### src/hw/epi_pkg.sv
// package of offsets, fields and reset values for the external pin interrupt unit
package epi_pkg;
   // data-space byte offsets
   localparam logic [7:0] EPI_OFS_PC_FLAGS    = 8'h3b;
   localparam logic [7:0] EPI_OFS_EXT_FLAGS   = 8'h3c;
   localparam logic [7:0] EPI_OFS_EXT_ENABLE  = 8'h3d;
   localparam logic [7:0] EPI_OFS_PC_CONTROL  = 8'h68;
   localparam logic [7:0] EPI_OFS_SENSE       = 8'h69;
   localparam logic [7:0] EPI_OFS_PC_MASK0    = 8'h6b;
   localparam logic [7:0] EPI_OFS_PC_MASK1    = 8'h6c;
   localparam logic [7:0] EPI_OFS_PC_MASK2    = 8'h6d;
   localparam logic [7:0] EPI_IO_SPACE_BASE   = 8'h20;
   localparam logic [7:0] EPI_EXT_SPACE_BASE  = 8'h60;
   localparam logic [7:0] EPI_REG_RESET       = 8'h00;
   // sense field positions
   localparam int EPI_SENSE_PIN0_LSB = 0;
   localparam int EPI_SENSE_PIN1_LSB = 2;
   // group widths
   localparam int EPI_GROUP0_W = 8;
   localparam int EPI_GROUP1_W = 7;
   localparam int EPI_GROUP2_W = 8;
   localparam int EPI_SYNC_STAGES = 2;

   typedef enum logic [1:0] {
      EPI_SENSE_LOW     = 2'h0,
      EPI_SENSE_CHANGE  = 2'h1,
      EPI_SENSE_FALLING = 2'h2,
      EPI_SENSE_RISING  = 2'h3
   } epi_sense_t;
endpackage : epi_pkg

### src/hw/epi_change_group.sv
// asynchronous pin-change detect for one group, wake level plus clocked flag set
`timescale 1ns/1ps
`default_nettype none
module epi_change_group
   import epi_pkg::*;
#(
   parameter int W = 8
)(
   // clock and reset
   input  wire logic         sys_clk,
   input  wire logic         rst_n,
   // pins and mask
   input  wire logic [W-1:0] pins,
   input  wire logic [W-1:0] mask,
   input  wire logic         group_enable,
   // detection
   output var  logic         wake,
   output var  logic         change
);
   typedef struct packed {
      logic [W-1:0] meta;
      logic [W-1:0] sync;
      logic [W-1:0] ref_level;
   } epi_grp_t;
   epi_grp_t st;
   epi_grp_t next_st;
   logic [W-1:0] active;

   // async compare against the last accepted level gives a wake level without a clock
   genvar i;
   for (i = 0; i < W; i++) begin : g_pin
      assign active[i] = mask[i] & group_enable & (pins[i] ^ st.ref_level[i]);
   end

   always_comb begin
      next_st           = st;
      next_st.meta      = pins;
      next_st.sync      = st.meta;
      next_st.ref_level = st.sync;
   end

   always_ff @(posedge sys_clk or negedge rst_n) begin
      if (!rst_n) begin
         st <= '0;
      end else begin
         st <= next_st;
      end
   end

   assign wake   = |active;
   assign change = |(mask & (st.sync ^ st.ref_level)) & group_enable;
endmodule : epi_change_group
`default_nettype wire

### src/hw/epi_pin_sync.sv
// two-stage synchroniser with edge flags for one dedicated pin
`timescale 1ns/1ps
`default_nettype none
module epi_pin_sync
   import epi_pkg::*;
(
   // clock and reset
   input  wire logic sys_clk,
   input  wire logic rst_n,
   // pin
   input  wire logic pin,
   // sampled value and edge pulses
   output var  logic level,
   output var  logic rise,
   output var  logic fall
);
   typedef struct packed {
      logic meta;
      logic sync;
      logic last;
   } epi_sync_t;
   epi_sync_t st;
   epi_sync_t next_st;

   always_comb begin
      next_st      = st;
      next_st.meta = pin;
      next_st.sync = st.meta;
      next_st.last = st.sync;
   end

   always_ff @(posedge sys_clk or negedge rst_n) begin
      if (!rst_n) begin
         st <= '1;
      end else begin
         st <= next_st;
      end
   end

   assign level = st.sync;
   assign rise  = st.sync & ~st.last;
   assign fall  = ~st.sync & st.last;
endmodule : epi_pin_sync
`default_nettype wire

### src/hw/epi_unit.sv
// external pin interrupt unit: dedicated pins, pin-change groups, registers
`timescale 1ns/1ps
`default_nettype none
//
// Contract
// - pin activity raises requests even when the pins are driven as outputs.
// - group 2 pins 23:16, group 1 pins 14:8, group 0 pins 7:0 raise on toggle.
// - per-group mask registers pick which inputs feed each pin-change request.
// - pin changes detected without clock so they can wake from deep sleep; here wake_req is still registered on sys_clk.
// - level mode keeps requesting while the enabled pin stays low.
// - edges on dedicated pins detected on the clock, stopped in deep sleep.
// - low level on dedicated pins detected without clock for wake-up; here wake_req is still registered on sys_clk.
// - pin one sense bits 3:2: low, any change, falling, rising.
// - pin zero sense bits 1:0 with the same encoding.
// - pins sampled before edge detection; pulses over one clock always caught.
// - dedicated request active only with global flag and pin enable set.
// - enable bit 1 for pin one, bit 0 for pin zero, each its own vector.
// - flag bit 1 or 0 set when an edge or change triggers a request.
// - dedicated flag cleared on routine entry or by writing one.
// - flag reads cleared while its pin is in level mode.
// - low registers also reached at offset minus 0x20; 0x60 up data space only.
// - each group enabled by its control bit plus the global flag, own vector.
// - group flag set on change, cleared on entry or by writing one.
// - mask bit enables its pin only with group control bit set.
module epi_unit
   import epi_pkg::*;
(
   // clock and reset
   input  wire logic        sys_clk,
   input  wire logic        arst_n,
   // register port
   input  wire logic [7:0]  reg_addr,
   input  wire logic        reg_io_space,
   input  wire logic        reg_wr,
   input  wire logic        reg_rd,
   input  wire logic [7:0]  reg_wdata,
   output var  logic [7:0]  reg_rdata,
   // core interface
   input  wire logic        core_status_word_i,
   input  wire logic [4:0]  irq_ack,
   output var  logic [4:0]  irq_req,
   output var  logic        wake_req,
   // pins
   input  wire logic        ext_irq_pin_zero,
   input  wire logic        ext_irq_pin_one,
   input  wire logic [23:0] pin_change_input
);
   typedef struct packed {
      logic [7:0] ext_irq_flags;
      logic [7:0] ext_irq_enable_mask;
      logic [7:0] ext_irq_sense_control;
      logic [7:0] pin_change_flags;
      logic [7:0] pin_change_group_control;
      logic [7:0] pin_change_mask_group0;
      logic [7:0] pin_change_mask_group1;
      logic [7:0] pin_change_mask_group2;
      logic [7:0] rdata;
      logic [4:0] req;
      logic       wake;
   } epi_state_t;

   epi_state_t st;
   epi_state_t next_st;
   logic       rst_n;
   logic [1:0] lvl;
   logic [1:0] rise;
   logic [1:0] fall;
   logic [1:0] trig;
   logic [1:0] level_mode;
   logic [2:0] grp_wake;
   logic [2:0] grp_change;
   logic [7:0] addr;
   logic       low_wake;
   logic [1:0] low_hit;
   logic [1:0] pin_raw;
   logic [1:0] ded_src;
   logic [1:0] ext_clr;
   logic [2:0] grp_clr;
   logic       hit_pc_flags;
   logic       hit_ext_flags;
   logic       hit_ext_enable;
   logic       hit_pc_control;
   logic       hit_sense;
   logic       hit_pc_mask0;
   logic       hit_pc_mask1;
   logic       hit_pc_mask2;
   logic [1:0] rst_sync;
   epi_sense_t sense [2];

   // reset release through two flops, kept apart from the state record
   // since it runs on the raw reset
   always_ff @(posedge sys_clk or negedge arst_n) begin
      if (!arst_n) begin
         rst_sync <= 2'h0;
      end else begin
         rst_sync <= {rst_sync[0], 1'b1};
      end
   end
   assign rst_n = rst_sync[1];

   // dedicated pins sampled regardless of port direction
   epi_pin_sync u_sync0 (
      .sys_clk (sys_clk),
      .rst_n   (rst_n),
      .pin     (ext_irq_pin_zero),
      .level   (lvl[0]),
      .rise    (rise[0]),
      .fall    (fall[0])
   );
   epi_pin_sync u_sync1 (
      .sys_clk (sys_clk),
      .rst_n   (rst_n),
      .pin     (ext_irq_pin_one),
      .level   (lvl[1]),
      .rise    (rise[1]),
      .fall    (fall[1])
   );

   assign sense[0] = epi_sense_t'(st.ext_irq_sense_control[EPI_SENSE_PIN0_LSB +: 2]);
   assign sense[1] = epi_sense_t'(st.ext_irq_sense_control[EPI_SENSE_PIN1_LSB +: 2]);

   genvar p;
   for (p = 0; p < 2; p++) begin : g_ded
      assign level_mode[p] = (sense[p] == EPI_SENSE_LOW);
      assign ded_src[p]    = level_mode[p] ? ~lvl[p] : st.ext_irq_flags[p];
      always_comb begin
         case (sense[p])
            EPI_SENSE_CHANGE:  trig[p] = rise[p] | fall[p];
            EPI_SENSE_FALLING: trig[p] = fall[p];
            EPI_SENSE_RISING:  trig[p] = rise[p];
            default:           trig[p] = 1'b0;
         endcase
      end
   end

   // low level wake path, straight from the pins with no clock
   assign pin_raw = {ext_irq_pin_one, ext_irq_pin_zero};
   genvar c;
   for (c = 0; c < 2; c++) begin : g_low
      assign low_hit[c] = st.ext_irq_enable_mask[c] & level_mode[c] & ~pin_raw[c];
   end
   assign low_wake = |low_hit;

   epi_change_group #(.W(EPI_GROUP0_W)) u_grp0 (
      .sys_clk      (sys_clk),
      .rst_n        (rst_n),
      .pins         (pin_change_input[7:0]),
      .mask         (st.pin_change_mask_group0[7:0]),
      .group_enable (st.pin_change_group_control[0]),
      .wake         (grp_wake[0]),
      .change       (grp_change[0])
   );
   epi_change_group #(.W(EPI_GROUP1_W)) u_grp1 (
      .sys_clk      (sys_clk),
      .rst_n        (rst_n),
      .pins         (pin_change_input[14:8]),
      .mask         (st.pin_change_mask_group1[6:0]),
      .group_enable (st.pin_change_group_control[1]),
      .wake         (grp_wake[1]),
      .change       (grp_change[1])
   );
   epi_change_group #(.W(EPI_GROUP2_W)) u_grp2 (
      .sys_clk      (sys_clk),
      .rst_n        (rst_n),
      .pins         (pin_change_input[23:16]),
      .mask         (st.pin_change_mask_group2[7:0]),
      .group_enable (st.pin_change_group_control[2]),
      .wake         (grp_wake[2]),
      .change       (grp_change[2])
   );

   // io-space accesses below 0x40 map to data space offset plus 0x20; higher ones hit nothing
   always_comb begin
      if (reg_io_space) begin
         addr = (reg_addr < 8'h40) ? reg_addr + EPI_IO_SPACE_BASE : 8'hff;
      end else begin
         addr = reg_addr;
      end
   end

   // register selects after address mapping
   assign hit_pc_flags   = (addr == EPI_OFS_PC_FLAGS);
   assign hit_ext_flags  = (addr == EPI_OFS_EXT_FLAGS);
   assign hit_ext_enable = (addr == EPI_OFS_EXT_ENABLE);
   assign hit_pc_control = (addr == EPI_OFS_PC_CONTROL);
   assign hit_sense      = (addr == EPI_OFS_SENSE);
   assign hit_pc_mask0   = (addr == EPI_OFS_PC_MASK0);
   assign hit_pc_mask1   = (addr == EPI_OFS_PC_MASK1);
   assign hit_pc_mask2   = (addr == EPI_OFS_PC_MASK2);

   // flag clears: routine entry or a one written to the flag bit
   for (c = 0; c < 2; c++) begin : g_ext_clr
      assign ext_clr[c] = irq_ack[c] | (reg_wr & hit_ext_flags & reg_wdata[c]);
   end

   for (c = 0; c < 3; c++) begin : g_grp_clr
      assign grp_clr[c] = irq_ack[2 + c] | (reg_wr & hit_pc_flags & reg_wdata[c]);
   end

   always_comb begin
      next_st = st;
      // hardware sets, acknowledge and write-one clear; set wins
      for (int k = 0; k < 2; k++) begin
         if (ext_clr[k]) begin
            next_st.ext_irq_flags[k] = 1'b0;
         end
         if (trig[k] && !level_mode[k]) begin
            next_st.ext_irq_flags[k] = 1'b1;
         end
         if (level_mode[k]) begin
            next_st.ext_irq_flags[k] = 1'b0;
         end
      end
      for (int g = 0; g < 3; g++) begin
         if (grp_clr[g]) begin
            next_st.pin_change_flags[g] = 1'b0;
         end
         if (grp_change[g]) begin
            next_st.pin_change_flags[g] = 1'b1;
         end
      end
      // control registers keep only their defined bits
      if (reg_wr && hit_ext_enable) begin
         next_st.ext_irq_enable_mask = {6'h0, reg_wdata[1:0]};
      end
      if (reg_wr && hit_sense) begin
         next_st.ext_irq_sense_control = {4'h0, reg_wdata[3:0]};
      end
      if (reg_wr && hit_pc_control) begin
         next_st.pin_change_group_control = {5'h0, reg_wdata[2:0]};
      end
      if (reg_wr && hit_pc_mask0) begin
         next_st.pin_change_mask_group0 = reg_wdata;
      end
      if (reg_wr && hit_pc_mask1) begin
         next_st.pin_change_mask_group1 = {1'b0, reg_wdata[6:0]};
      end
      if (reg_wr && hit_pc_mask2) begin
         next_st.pin_change_mask_group2 = reg_wdata;
      end
      if (reg_rd) begin
         case (addr)
            EPI_OFS_EXT_FLAGS:  next_st.rdata = st.ext_irq_flags;
            EPI_OFS_EXT_ENABLE: next_st.rdata = st.ext_irq_enable_mask;
            EPI_OFS_PC_FLAGS:   next_st.rdata = st.pin_change_flags;
            EPI_OFS_PC_CONTROL: next_st.rdata = st.pin_change_group_control;
            EPI_OFS_SENSE:      next_st.rdata = st.ext_irq_sense_control;
            EPI_OFS_PC_MASK0:   next_st.rdata = st.pin_change_mask_group0;
            EPI_OFS_PC_MASK1:   next_st.rdata = st.pin_change_mask_group1;
            EPI_OFS_PC_MASK2:   next_st.rdata = st.pin_change_mask_group2;
            default:            next_st.rdata = EPI_REG_RESET;
         endcase
      end
      // requests gated by global flag and enables
      for (int k = 0; k < 2; k++) begin
         next_st.req[k] = core_status_word_i & st.ext_irq_enable_mask[k]
                        & ded_src[k];
      end
      for (int g = 0; g < 3; g++) begin
         next_st.req[2 + g] = core_status_word_i & st.pin_change_group_control[g]
                            & st.pin_change_flags[g];
      end
      next_st.wake = low_wake | (|grp_wake) | (|next_st.req);
   end

   always_ff @(posedge sys_clk or negedge rst_n) begin
      if (!rst_n) begin
         st.ext_irq_flags            <= EPI_REG_RESET;
         st.ext_irq_enable_mask      <= EPI_REG_RESET;
         st.ext_irq_sense_control    <= EPI_REG_RESET;
         st.pin_change_flags         <= EPI_REG_RESET;
         st.pin_change_group_control <= EPI_REG_RESET;
         st.pin_change_mask_group0   <= EPI_REG_RESET;
         st.pin_change_mask_group1   <= EPI_REG_RESET;
         st.pin_change_mask_group2   <= EPI_REG_RESET;
         st.rdata                    <= EPI_REG_RESET;
         st.req                      <= 5'h00;
         st.wake                     <= 1'b0;
      end else begin
         st.ext_irq_flags            <= next_st.ext_irq_flags;
         st.ext_irq_enable_mask      <= next_st.ext_irq_enable_mask;
         st.ext_irq_sense_control    <= next_st.ext_irq_sense_control;
         st.pin_change_flags         <= next_st.pin_change_flags;
         st.pin_change_group_control <= next_st.pin_change_group_control;
         st.pin_change_mask_group0   <= next_st.pin_change_mask_group0;
         st.pin_change_mask_group1   <= next_st.pin_change_mask_group1;
         st.pin_change_mask_group2   <= next_st.pin_change_mask_group2;
         st.rdata                    <= next_st.rdata;
         st.req                      <= next_st.req;
         st.wake                     <= next_st.wake;
      end
   end

   assign reg_rdata = st.rdata;
   assign irq_req   = st.req;
   assign wake_req  = st.wake;
endmodule : epi_unit
`default_nettype wire

### config.mk
export PLATFORM = sky130hd
export DESIGN_NAME = epi_unit
export DESIGN_NICKNAME = d
export VERILOG_FILES = /design/src/hw/epi_pkg.sv /design/src/hw/epi_change_group.sv /design/src/hw/epi_pin_sync.sv /design/src/hw/epi_unit.sv
export SDC_FILE = /design/constraint.sdc
export NUM_CORES = 1
export LEC_CHECK = 0
export ABC_AREA = 1
export BUFFER_PORTS_ARGS = -buffer_cell sky130_fd_sc_hd__buf_4
export CORE_ASPECT_RATIO = 1.25
export CORE_UTILIZATION = 35
export DETAILED_ROUTE_END_ITERATION = 8
export GPL_TIMING_DRIVEN = 0
export PLACE_DENSITY = 0.52
export SETUP_SLACK_MARGIN = 0.2
export SLEW_MARGIN = 20
export SYNTH_ARGS = -nofsm -noshare
export SYNTH_HDL_FRONTEND = slang
export SYNTH_SLANG_ARGS = --single-unit
### constraint.sdc
create_clock -name sys_clk -period 4.3 [get_ports sys_clk]
set_input_delay 1.075 -clock sys_clk [delete_from_list [all_inputs] [get_ports sys_clk]]
set_output_delay 1.075 -clock sys_clk [all_outputs]
set_load 0.01 [all_outputs]
==> results of run 1 <==
==> per-layer routing <==
layer,vias to the layer above,track usage [%]
li1,2047,-
met1,1959,20.7
met2,74,29.0
met3,19,3.83
met4,0,8.54
met5,-,0
==> per-stage QoR <==
step | hold WS (ns) | TNS [ns] | instances | power (mW) | instance area, sq um
after floorplan | 0.331 | 0 | 580 | 1.43 | 5510
after global placement | 0.331 | -114.32 | 850 | 1.52 | 6230
after detailed placement | 0.330 | 0 | 852 | 1.53 | 6290
after CTS | 0.344 | 0 | 884 | 2.81 | 6800
after global routing | 0.349 | 0 | 884 | 2.90 | 6800
final | 0.314 | 0 | 884 | 2.78 | 6800
==> sequential cells by signal (all words and copies together), names as in the netlist <==
name             flops
u_grp2.st            8
u_sync1.next_st      1
u_grp0.next_st      16
sense                4
u_sync1.st           1
u_grp0.st            8
rst_sync             2
reg_rdata            8
u_grp1.st            7
u_sync0.next_st      1
u_sync0.st           1
irq_req              5
u_sync1.level        1
u_grp2.next_st      16
u_grp1.next_st      14
st                  33
u_sync0.level        1
wake_req             1
==> power groups by stage <==
| stage | logic, mW | registers, mW | clock network, mW |
|---|---|---|---|
| after global placement | 0.182 | 1.34 | 0 |
| after global routing | 0.231 | 1.32 | 1.35 |
| after detailed placement | 0.207 | 1.33 | 0 |
| after CTS | 0.208 | 1.31 | 1.30 |
| after floorplan | 0.107 | 1.33 | 0 |
| final | 0.204 | 1.31 | 1.27 |
==> cells in the final DEF, fill, tap and decap left out, drive strengths merged <==
| master | Yosys | layout |
|---|---|---|
| dfrtp | 122 | 122 |
| nor2 | 50 | 50 |
| dfstp | 6 | 6 |
| a21o | 2 | 2 |
| or2 | 3 | 3 |
| o21ai | 75 | 75 |
| inv | 53 | 53 |
| o31ai | 1 | 1 |
| a211oi | 1 | 1 |
| xor2 | 1 | 1 |
| nand3 | 36 | 36 |
| nor3b | 1 | 1 |
| nand2 | 142 | 142 |
| a22oi | 2 | 2 |
| nand3b | 2 | 2 |
| xnor2 | 7 | 7 |
| ha | 5 | 5 |
| o21a | 2 | 2 |
| conb | 1 | 1 |
| clkinv | 0 | 2 |
| buf | 22 | 86 |
| a21oi | 35 | 35 |
| nand4 | 4 | 4 |
| nor4 | 1 | 1 |
| nor3 | 2 | 2 |
| clkbuf | 0 | 30 |
| a22o | 2 | 2 |
| o22ai | 2 | 2 |
==> critical path: stages <==
cell and delay, ns:
buf_4 0.13, ha_1 0.27, inv_1 0.05, a21oi_1 0.17
nand2_2 0.08, nor2_4 0.15, buf_8 0.16, nand2_1 0.11
o21ai_0 0.22, o21ai_0 0.12, nand2_1 0.06
==> logic make-up (layout without fill, tap and decap cells) <==
family	after synthesis	count (layout)	share of synthesized area (%)
simple gates	241	241	20.1
flops	128	128	58.3
compound gates	122	122	11.9
buf+inv	75	171	7.20
xor+xnor	8	8	1.27
fa+ha+maj	5	5	1.14
other cells	1	1	0.0681
==> cells in the mapped netlist, types with 2 or more instances <==
cell	number
nand2_1	135
dfrtp_1	122
o21ai_0	63
inv_1	53
nor2_1	40
a21oi_1	35
nand3_1	33
buf_4	14
nor2_4	9
o21ai_1	8
xnor2_1	7
dfstp_2	6
ha_1	5
nand2_2	5
nand4_1	4
o21ai_2	4
buf_2	3
nand3_2	3
a21o_1	2
a22o_1	2
a22oi_1	2
buf_12	2
buf_6	2
nand2_4	2
nand3b_1	2
nor3_1	2
o21a_1	2
o22ai_1	2
or2_2	2
==> how the worst max path moves through the flow <==
| stage | end | slack [ns] | cells past startpoint |
|---|---|---|---|
| CTS | reg_rdata[3]$_DFFE_PN0P_ | 2.07 | 11 |
| floorplan | irq_req[0]$_DFF_PN0_ | 0.48 | 0 |
| global placement | u_grp1.next_st[1]$_DFF_PN0_ | -0.97 | 0 |
| global route | reg_rdata[3]$_DFFE_PN0P_ | 1.88 | 11 |
| detailed placement | reg_rdata[3]$_DFFE_PN0P_ | 1.64 | 11 |
| finish | reg_rdata[3]$_DFFE_PN0P_ | 2.06 | 11 |
==> cell type report <==
cell class	count	area, sq um	area share (%)
plain buffers	22	198	2.91
flip-flops and latches	128	3210	47.3
clock inverters	2	10.0	0.147
clock buffers	30	504	7.41
inverters	53	199	2.93
well taps	208	260	3.83
multi-input cells	377	1900	28.0
repair buffers	64	513	7.54
==> run_results.csv, run 1 <==
group,metric,value,unit
place,place_hpwl,9480,um
yosys,syn_inst,580,
clock_network,cts_tree,"built",
setup_path,rrSetupSlack,2.70,ns
yosys,ys_ff_latch,128,
clock_network,cts_resized,0,
job,cap_violations,0,
timing,fin_skew,0.0110,ns
setup_path,r2r_start,"u_grp1.st[5]$_DFF_PN0_",
clock_network,post-cts-setup-buffers,0,
drt,avgViaCountPerCell,4.64,
clock_network,cts_hold_buffers,0,
yosys,async_flop_share,100,%
yosys,yosysWarnings,0,
timing,post-route-min-period,2.24,ns
setup_path,cp_data_required_time,4.65,ns
layout,nets,721,
timing,hold_viol_final,0,
power_and_ir_drop,sw_frac_of_total,23.2,%
drt,ant_nets,0,
layout,fin_util,44.7,%
timing,fmax,446,MHz
setup_path,crit-reg2reg-capture,"st[47]$_DFFE_PN0P_",
setup_path,cp_max_fo,10,
power_and_ir_drop,power_density,409,mW/mm^2
clock_network,cts_buffers,17,
clock_network,clockBufferDepth,2,
global_routing,antenna_found_initial,0,
die,initial_utilization,36.2,%
die,chipWidth,114,um
global_routing,grt_pass1_vias,4089,
die,io_pins,67,
yosys,ys_types,38,
power_and_ir_drop,clkPwrFrac,45.6,%
yosys,syn_area,0.00551,sq mm
setup_path,cp-start-kind,"input pin",
yosys,synth_top_area_cell,"dfrtp_1",
timing,finalMaxSlewViolations,0,
drt,top_layer_used,"met4",
power_and_ir_drop,ir_drop,0.000224,V
yosys,synth_ff_type,"dfrtp_1",
timing,rsz0062_at_grt,"no",
layout,drive_gt1_share,20.9,%
place,io_buffer_count,62,
timing,maxSlewHeadroom,55.4,%
status,outcome,"finished clean",
drt,met2_length,6490,um
layout,area_growth_syn_to_layout,23.4,%
yosys,ys_seq_area_share,58.3,%
die,die-area,0.0162,sq mm
timing,finalSetupViolations,0,
global_routing,grt_overflow,0,
layout,num-fill-cells,1477,
die,num_rows,50,
power_and_ir_drop,p_int,2.13,mW
layout,diodes,0,
drt,dr_wl_met3,400,um
global_routing,grt_pass1_wl,20600,um
place,pre_cts_ws,1.64,ns
timing,setup_ws,2.06,ns
power_and_ir_drop,p_sw,0.645,mW
drt,wl_met1,5470,um
clock_network,root_buffer,"clkbuf_16",
clock_network,insertion_delay,0.42,ns
place,place.gp.congestion,0.829,
clock_network,htree_num_levels,4,
yosys,synth_area_per_cell,9.50,sq um
drt,initialDrtViolationCount,227,
drt,wl_per_cell,14.3,um
drt,dr.pass1.iters,4,
setup_path,reg2reg_depth,5,
timing,worstMarginPinSlew,0.663,ns
drt,drc,0,
drt,vias,4099,
die,core,0.0152,sq mm
yosys,synth_edf_count,0,
die,die_y,142,um
clock_network,cts.sinks,128,
setup_path,crit_arrival,2.59,ns
power_and_ir_drop,leakage,3.32,nW
setup_path,critPathLaunch,"reg_addr[6]",
yosys,synth_nets,638,
yosys,synth_top_area_share,55.4,%
global_routing,grt_max_degree,48,
timing,period_share,52.1,%
hold_path,hold_path.class,"reg -> async",
drt,routed_wl,12600,um
global_routing,gr-usage-all-layers,17.2,%
setup_path,cp-end-kind,"flip-flop",
clock_network,clkTransAtPathRegs,0.05,ns
setup_path,criticalPathCategory,"in -> reg",
yosys,ys_top_cells_by_area,"dfrtp_1, nand2_1, o21ai_0, inv_1, a21oi_1",
power_and_ir_drop,pwr-share-seq,47.0,%
power_and_ir_drop,comb_power_share,7.3,%
Note: power is estimated with default switching activity, not from simulation.
==> run 2: changes to the inputs <==
--- a/config.mk
+++ b/config.mk
@@ -11,7 +11,7 @@
 export CORE_UTILIZATION = 35
 export DETAILED_ROUTE_END_ITERATION = 8
 export GPL_TIMING_DRIVEN = 0
-export PLACE_DENSITY = 0.52
+export PLACE_DENSITY = 0.54
 export SETUP_SLACK_MARGIN = 0.2
 export SLEW_MARGIN = 20
 export SYNTH_ARGS = -nofsm -noshare
==> constraint.sdc (replaced) <==
create_clock -name sys_clk -period 1.9 [get_ports sys_clk]
set_input_delay 0.475 -clock sys_clk [delete_from_list [all_inputs] [get_ports sys_clk]]
set_output_delay 0.475 -clock sys_clk [all_outputs]
set_load 0.01 [all_outputs]
==> run_results.csv, run 2 (synthesis gave the netlist of run 1 again) <==
group,metric,value,unit
status,outcome,"finished clean",
die,die_y,142,um
clock_network,clkTransAtPathRegs,0.06,ns
global_routing,grt_max_degree,58,
setup_path,critical_path.max_stage_delay,0.26,ns
drt,drc,0,
timing,fin_setup_tns,0,ns
layout,fin_util,45.4,%
job,cap_violations,0,
place,placed_cells,852,
power_and_ir_drop,power_density,944,mW/mm^2
place,place_hpwl,9490,um
setup_path,cp_data_required_time,2.25,ns
layout,fin_cells,889,
clock_network,cts_tree,"built",
setup_path,cp-start-kind,"input pin",
layout,nets,726,
global_routing,grt_overflow,0,
timing,post-route-min-period,1.62,ns
drt,avgViaCountPerCell,4.69,
timing,worstMarginPinSlew,0.538,ns
place,place.gp.congestion,0.852,
setup_path,slowest_stage,"ha_4",
layout,diodes,0,
global_routing,gr-usage-all-layers,17.2,%
timing,rsz0062_at_grt,"no",
layout,num-fill-cells,1460,
setup_path,path_cells,"buf_4 > ha_4 > inv_2 > a21oi_2 > nand2_2 > nor2_4 > buf_8 > nand2_1 > o21ai_0 > o21ai_0 > nand2_1",
place,placed_area,0.00631,sq mm
drt,wl_per_cell,14.5,um
setup_path,criticalPathCategory,"in -> reg",
layout,ff_latch_area,0.00321,sq mm
place,io_buffer_count,62,
global_routing,grt_pass1_vias,4187,
die,chipWidth,114,um
drt,vias,4165,
timing,hold_viol_final,0,
layout,area_growth_syn_to_layout,25.4,%
clock_network,htree_num_levels,4,
clock_network,cts.sinks,128,
clock_network,cts_buffers,17,
layout,top_register,"st",
layout,multiInputGateArea,0.00193,sq mm
drt,ant_nets,0,
timing,finalSetupViolations,0,
hold_path,hold_path.class,"in -> reg",
global_routing,antenna_found_initial,0,
die,io_pins,67,
drt,routed_wl,12900,um
timing,fin_skew,0.00733,ns
setup_path,path_delay_family,"compound AO/OA/AOI/OAI gates",
timing,maxSlewHeadroom,63.8,%
clock_network,root_buffer,"clkbuf_16",
layout,drive_gt1_share,22.3,%
layout,largest_reg_flops,33,
timing,period_share,85.1,%
power_and_ir_drop,ir_drop,0.000474,V
setup_path,cp-end-kind,"flip-flop",
timing,setup_ws,0.282,ns
clock_network,insertion_delay,0.41,ns
die,initial_utilization,36.2,%
drt,dr.pass1.iters,6,
layout,final_common_cell,"nand2_1",
setup_path,crit_arrival,1.97,ns
die,core,0.0152,sq mm
layout,layout_common_cells,"nand2_1, dfrtp_1, buf_4",
power_and_ir_drop,leakage,3.35,nW
setup_path,path_buf_inv,3,
global_routing,grt_pass1_wl,20800,um
timing,finalMaxSlewViolations,0,
drt,initialDrtViolationCount,166,
die,num_rows,50,
die,die-area,0.0162,sq mm
layout,final_area,0.00691,sq mm
timing,fmax,618,MHz
place,pre_cts_ws,-0.174,ns
clock_network,clockBufferDepth,2,
setup_path,cp_max_fo,10,
## run 2: cell types whose count changed in the layout (fill, tap and decap cells not counted), sizes merged
cell / delta
bufinv: +2
dlygate4sd3: +1
clkbuf: -5
clkinv: +2
buf: +4
clkinvlp: +1
## run 2: worst paths after layout
| path | startpoint | end | slack (ns) | cells after the start |
|---|---|---|---|---|
| max in group asynchronous | rst_sync[1]$_DFF_PN0_ | st[22]$_DFFE_PN0P_ | 0.97 | 1 |
| worst min register to register | rst_sync[1]$_DFF_PN0_ | u_grp2.st[4]$_DFF_PN0_ | 0.29 | 0 |
| worst max register to register | u_grp1.st[5]$_DFF_PN0_ | st[47]$_DFFE_PN0P_ | 0.43 | 5 |
| min in group asynchronous | rst_sync[1]$_DFF_PN0_ | u_grp2.st[4]$_DFF_PN0_ | 0.29 | 0 |
| worst max-delay path | reg_addr[6] | reg_rdata[3]$_DFFE_PN0P_ | 0.28 | 11 |
| worst min-delay path | ext_irq_pin_one | u_sync1.next_st[1]$_DFF_PN1_ | 0.18 | 1 |
## run 2: metal layers
| layer | global-route usage (%) | share of wire, % |
|---|---|---|
| met4 | 5.95 | 1.2 |
| met5 | 0 | 0 |
| met2 | 30.6 | 53 |
| met3 | 4.00 | 3.8 |
| met1 | 20.3 | 42 |
## run 2: metrics by stage
step | power [mW] | hold slack (ns)
after floorplan | 3.25 | 0.179
after global placement | 3.45 | 0.258
after detailed placement | 3.48 | 0.260
after CTS | 6.59 | 0.166
after global routing | 6.80 | 0.162
final | 6.52 | 0.180
## run 2: layout make-up
cell class / count / area share [%]
flip-flops and latches: 128 / 46.5
multi-input cells: 377 / 27.9
repair buffers: 69 / 8.01
clock buffers: 25 / 6.74
well taps: 208 / 3.77
inverters: 53 / 2.88
plain buffers: 22 / 2.86
clock inverters: 7 / 1.27
## run 2: where the power goes
| part | leakage [nW] | switching (mW) | internal (mW) |
|---|---|---|---|
| registers | 1.44 | 0.0963 | 2.86 |
| logic | 1.64 | 0.266 | 0.208 |
| clock network | 0.269 | 1.13 | 1.95 |
| total | 3.35 | 1.50 | 5.02 |
## run 2: timing repair
item / 4_1_cts / 5_1_grt
setup endpoints to repair: 0 / 6
gates resized for setup: 0 / 1
endpoints found under the hold margin: 2 / 0
setup buffers: 0 / 4
hold buffers: 1 / 0
==> run 3: changes to the inputs <==
--- a/config.mk
+++ b/config.mk
@@ -11,9 +11,10 @@
 export CORE_UTILIZATION = 35
 export DETAILED_ROUTE_END_ITERATION = 8
 export GPL_TIMING_DRIVEN = 0
-export PLACE_DENSITY = 0.54
+export PLACE_DENSITY = 0.53
 export SETUP_SLACK_MARGIN = 0.2
 export SLEW_MARGIN = 20
 export SYNTH_ARGS = -nofsm -noshare
 export SYNTH_HDL_FRONTEND = slang
+export SYNTH_HIERARCHICAL = 1
 export SYNTH_SLANG_ARGS = --single-unit
==> run_results.csv, run 3 <==
group,metric,value,unit
clock_network,insertion_delay,0.42,ns
yosys,synth_top_area_cell,"dfrtp_1",
yosys,synth_nets,751,
clock_network,cts_buffers,17,
drt,drc,0,
timing,finalMaxSlewViolations,0,
setup_path,cp_common_cell,"nand2_1",
setup_path,worstSetupPathDepth,10,
setup_path,path_cells,"inv_1 > nand2_1 > nand3_1 > nand2_1 > nor2_1 > a21oi_2 > nor3_2 > nand2_1 > nor4_1 > nand3b_1",
die,die_y,145,um
layout,drive_gt1_share,19.9,%
yosys,ys_ff_latch,128,
place,place_hpwl,10000,um
drt,wl_per_cell,13.2,um
yosys,yosys.cell_count.top_type,"nand2_1",
layout,top_register,"st",
yosys,ys_seq_area_share,56.1,%
setup_path,cp-start-kind,"flip-flop",
yosys,yosysWarnings,6,
yosys,synth_edf_count,0,
setup_path,slowest_stage,"dfrtp_1",
place,place.gp.congestion,0.830,
timing,period_share,92.7,%
drt,ant_nets,0,
power_and_ir_drop,power_density,935,mW/mm^2
global_routing,antenna_found_initial,0,
timing,fmax,568,MHz
setup_path,critical_path.max_stage_delay,0.39,ns
clock_network,clockBufferDepth,2,
layout,final_common_cell,"nand2_1",
timing,fin_skew,0.00837,ns
die,initial_utilization,36.3,%
power_and_ir_drop,leakage,3.99,nW
power_and_ir_drop,p_int,5.33,mW
place,placed_cells,973,
yosys,ys_top_cells_by_area,"dfrtp_1, nand2_1, inv_1, nand3_1, o21ai_0",
layout,num-fill-cells,1516,
clock_network,cts.sinks,128,
yosys,async_flop_share,100,%
setup_path,criticalPathCategory,"reg -> reg",
job,cap_violations,0,
place,io_buffer_count,62,
drt,routed_wl,13400,um
global_routing,grt_pass1_wl,22600,um
layout,ff_latch_area,0.00321,sq mm
layout,layout_common_cells,"nand2_1, dfrtp_1, inv_1",
global_routing,grt_overflow,0,
setup_path,crit_end,"wake_req$_DFF_PN0_",
drt,dr.pass1.iters,4,
power_and_ir_drop,total_power,6.83,mW
setup_path,critPathLaunch,"u_grp0/st[6]$_DFF_PN0_",
layout,fin_cells,1015,
global_routing,grt_max_degree,54,
setup_path,crit-reg2reg-capture,"wake_req$_DFF_PN0_",
clock_network,htree_num_levels,4,
global_routing,grt_pass1_vias,4658,
timing,worstMarginPinSlew,0.526,ns
layout,largest_reg_flops,33,
die,num_rows,51,
setup_path,crit_arrival,2.04,ns
setup_path,cp_max_fo,3,
global_routing,gr-usage-all-layers,17.6,%
setup_path,rrSetupSlack,0.14,ns
timing,rsz0062_at_grt,"yes",
setup_path,cp-end-kind,"flip-flop",
die,core,0.0158,sq mm
layout,multiInputGateArea,0.00203,sq mm
timing,hold_viol_final,0,
layout,nets,844,
clock_network,root_buffer,"clkbuf_16",
die,die-area,0.0169,sq mm
layout,diodes,0,
die,chipWidth,116,um
yosys,syn_inst,697,
drt,vias,4627,
drt,avgViaCountPerCell,4.56,
layout,area_growth_syn_to_layout,27.7,%
power_and_ir_drop,p_sw,1.50,mW
setup_path,r2r_start,"u_grp0/st[6]$_DFF_PN0_",
power_and_ir_drop,pwr-share-seq,43.1,%
power_and_ir_drop,clkPwrFrac,50.3,%
power_and_ir_drop,sw_frac_of_total,22.0,%
timing,finalSetupViolations,0,
yosys,ys_types,31,
timing,maxSlewHeadroom,65.0,%
yosys,syn_area,0.00572,sq mm
yosys,synth_area_per_cell,8.20,sq um
clock_network,clkTransAtPathRegs,0.06,ns
power_and_ir_drop,ir_drop,0.000566,V
timing,post-route-min-period,1.76,ns
setup_path,reg2reg_depth,10,
clock_network,cts_tree,"built",
status,outcome,"finished clean",
power_and_ir_drop,comb_power_share,6.5,%
yosys,synth_ff_type,"dfrtp_1",
yosys,yosys-top-cells-count,"nand2_1, dfrtp_1, inv_1",
die,io_pins,67,
setup_path,path_delay_family,"simple AND/OR/NAND/NOR gates",
drt,initialDrtViolationCount,180,
setup_path,cp_data_required_time,2.18,ns
yosys,synth_top_area_share,53.4,%
setup_path,path_buf_inv,1,
hold_path,hold_path.class,"in -> reg",
run 3: cell count changes in the layout (fill, tap and decap cells not counted), moves of 4 or more:
cell     delta
xnor2_1     -7
a21oi_1    -31
nand3_1    +38
nor2_2      +4
ha_1        -4
nor2_1      -7
o21ai_0    -23
inv_1      +48
o21ai_1     -9
nand2_1   +115
run 3: area by class of cell:
type	count	share of cell area (%)
flip-flops and latches	128	44.0
multi-input cells	443	27.9
repair buffers	74	8.24
clock buffers	22	6.49
inverters	104	5.38
well taps	212	3.63
plain buffers	22	2.23
clock inverters	10	2.16
run 3: repair_timing:
action,in CTS,in global routing
endpoints found under the setup margin,1,20
setup buffers,6,3
endpoints found under the hold margin,2,0
hold buffers,1,0
pin swaps,12,10
gates resized for setup,8,17
run 3: routing by layer:
metal  routed length, um  vias to the layer above  global-route usage (%)
met1                6030                     2178                    22.5
met2                6500                       86                    27.7
met4                 399                        0                    9.17
met3                 473                       28                    3.88
met5                   0                        -                       0
li1                    -                     2335                       -
run 3: kinds of logic after synthesis:
| kind of cell | Yosys count | synth area share, % |
|---|---|---|
| adders and majority gates | 1 | 0.219 |
| buffers and inverters | 126 | 9.43 |
| and+or+nand+nor | 390 | 29.4 |
| DFF | 128 | 56.1 |
| AOI/OAI and AO/OA | 51 | 4.70 |
| other | 1 | 0.0656 |
run 3: how the worst min path moves through the flow:
stage                               from                      endpoint  cells after the start
floorplan                         arst_n         rst_sync[0]$_DFF_PN0_                      0
global placement                  arst_n         rst_sync[0]$_DFF_PN0_                      1
detailed placement                arst_n         rst_sync[0]$_DFF_PN0_                      1
CTS                 pin_change_input[13]  u_grp1/next_st[12]$_DFF_PN0_                      1
global route        pin_change_input[12]  u_grp1/next_st[11]$_DFF_PN0_                      1
finish              pin_change_input[13]  u_grp1/next_st[12]$_DFF_PN0_                      1
run 3: stage by stage:
stage               hold slack, ns  TNS, ns  setup WS [ns]  utilization (%)  area (sq um)
CTS                          0.156        0          0.155             45.7          7210
detailed placement           0.259    -4.36         -0.205             41.2          6500
global placement             0.257    -3.44         -0.217             40.9          6450
global route                 0.162        0         0.0218             46.3          7300
floorplan                    0.179        0          0.208                -          5720
finish                       0.172        0          0.139             46.3          7300
run 3: power by group through the flow:
stage	sequential, mW	clock (mW)	combinational, mW
floorplan	2.99	0	0.206
detailed placement	2.99	0	0.425
global placement	3.02	0	0.365
CTS	2.95	3.51	0.442
global route	2.97	3.64	0.510
finish	2.95	3.44	0.447
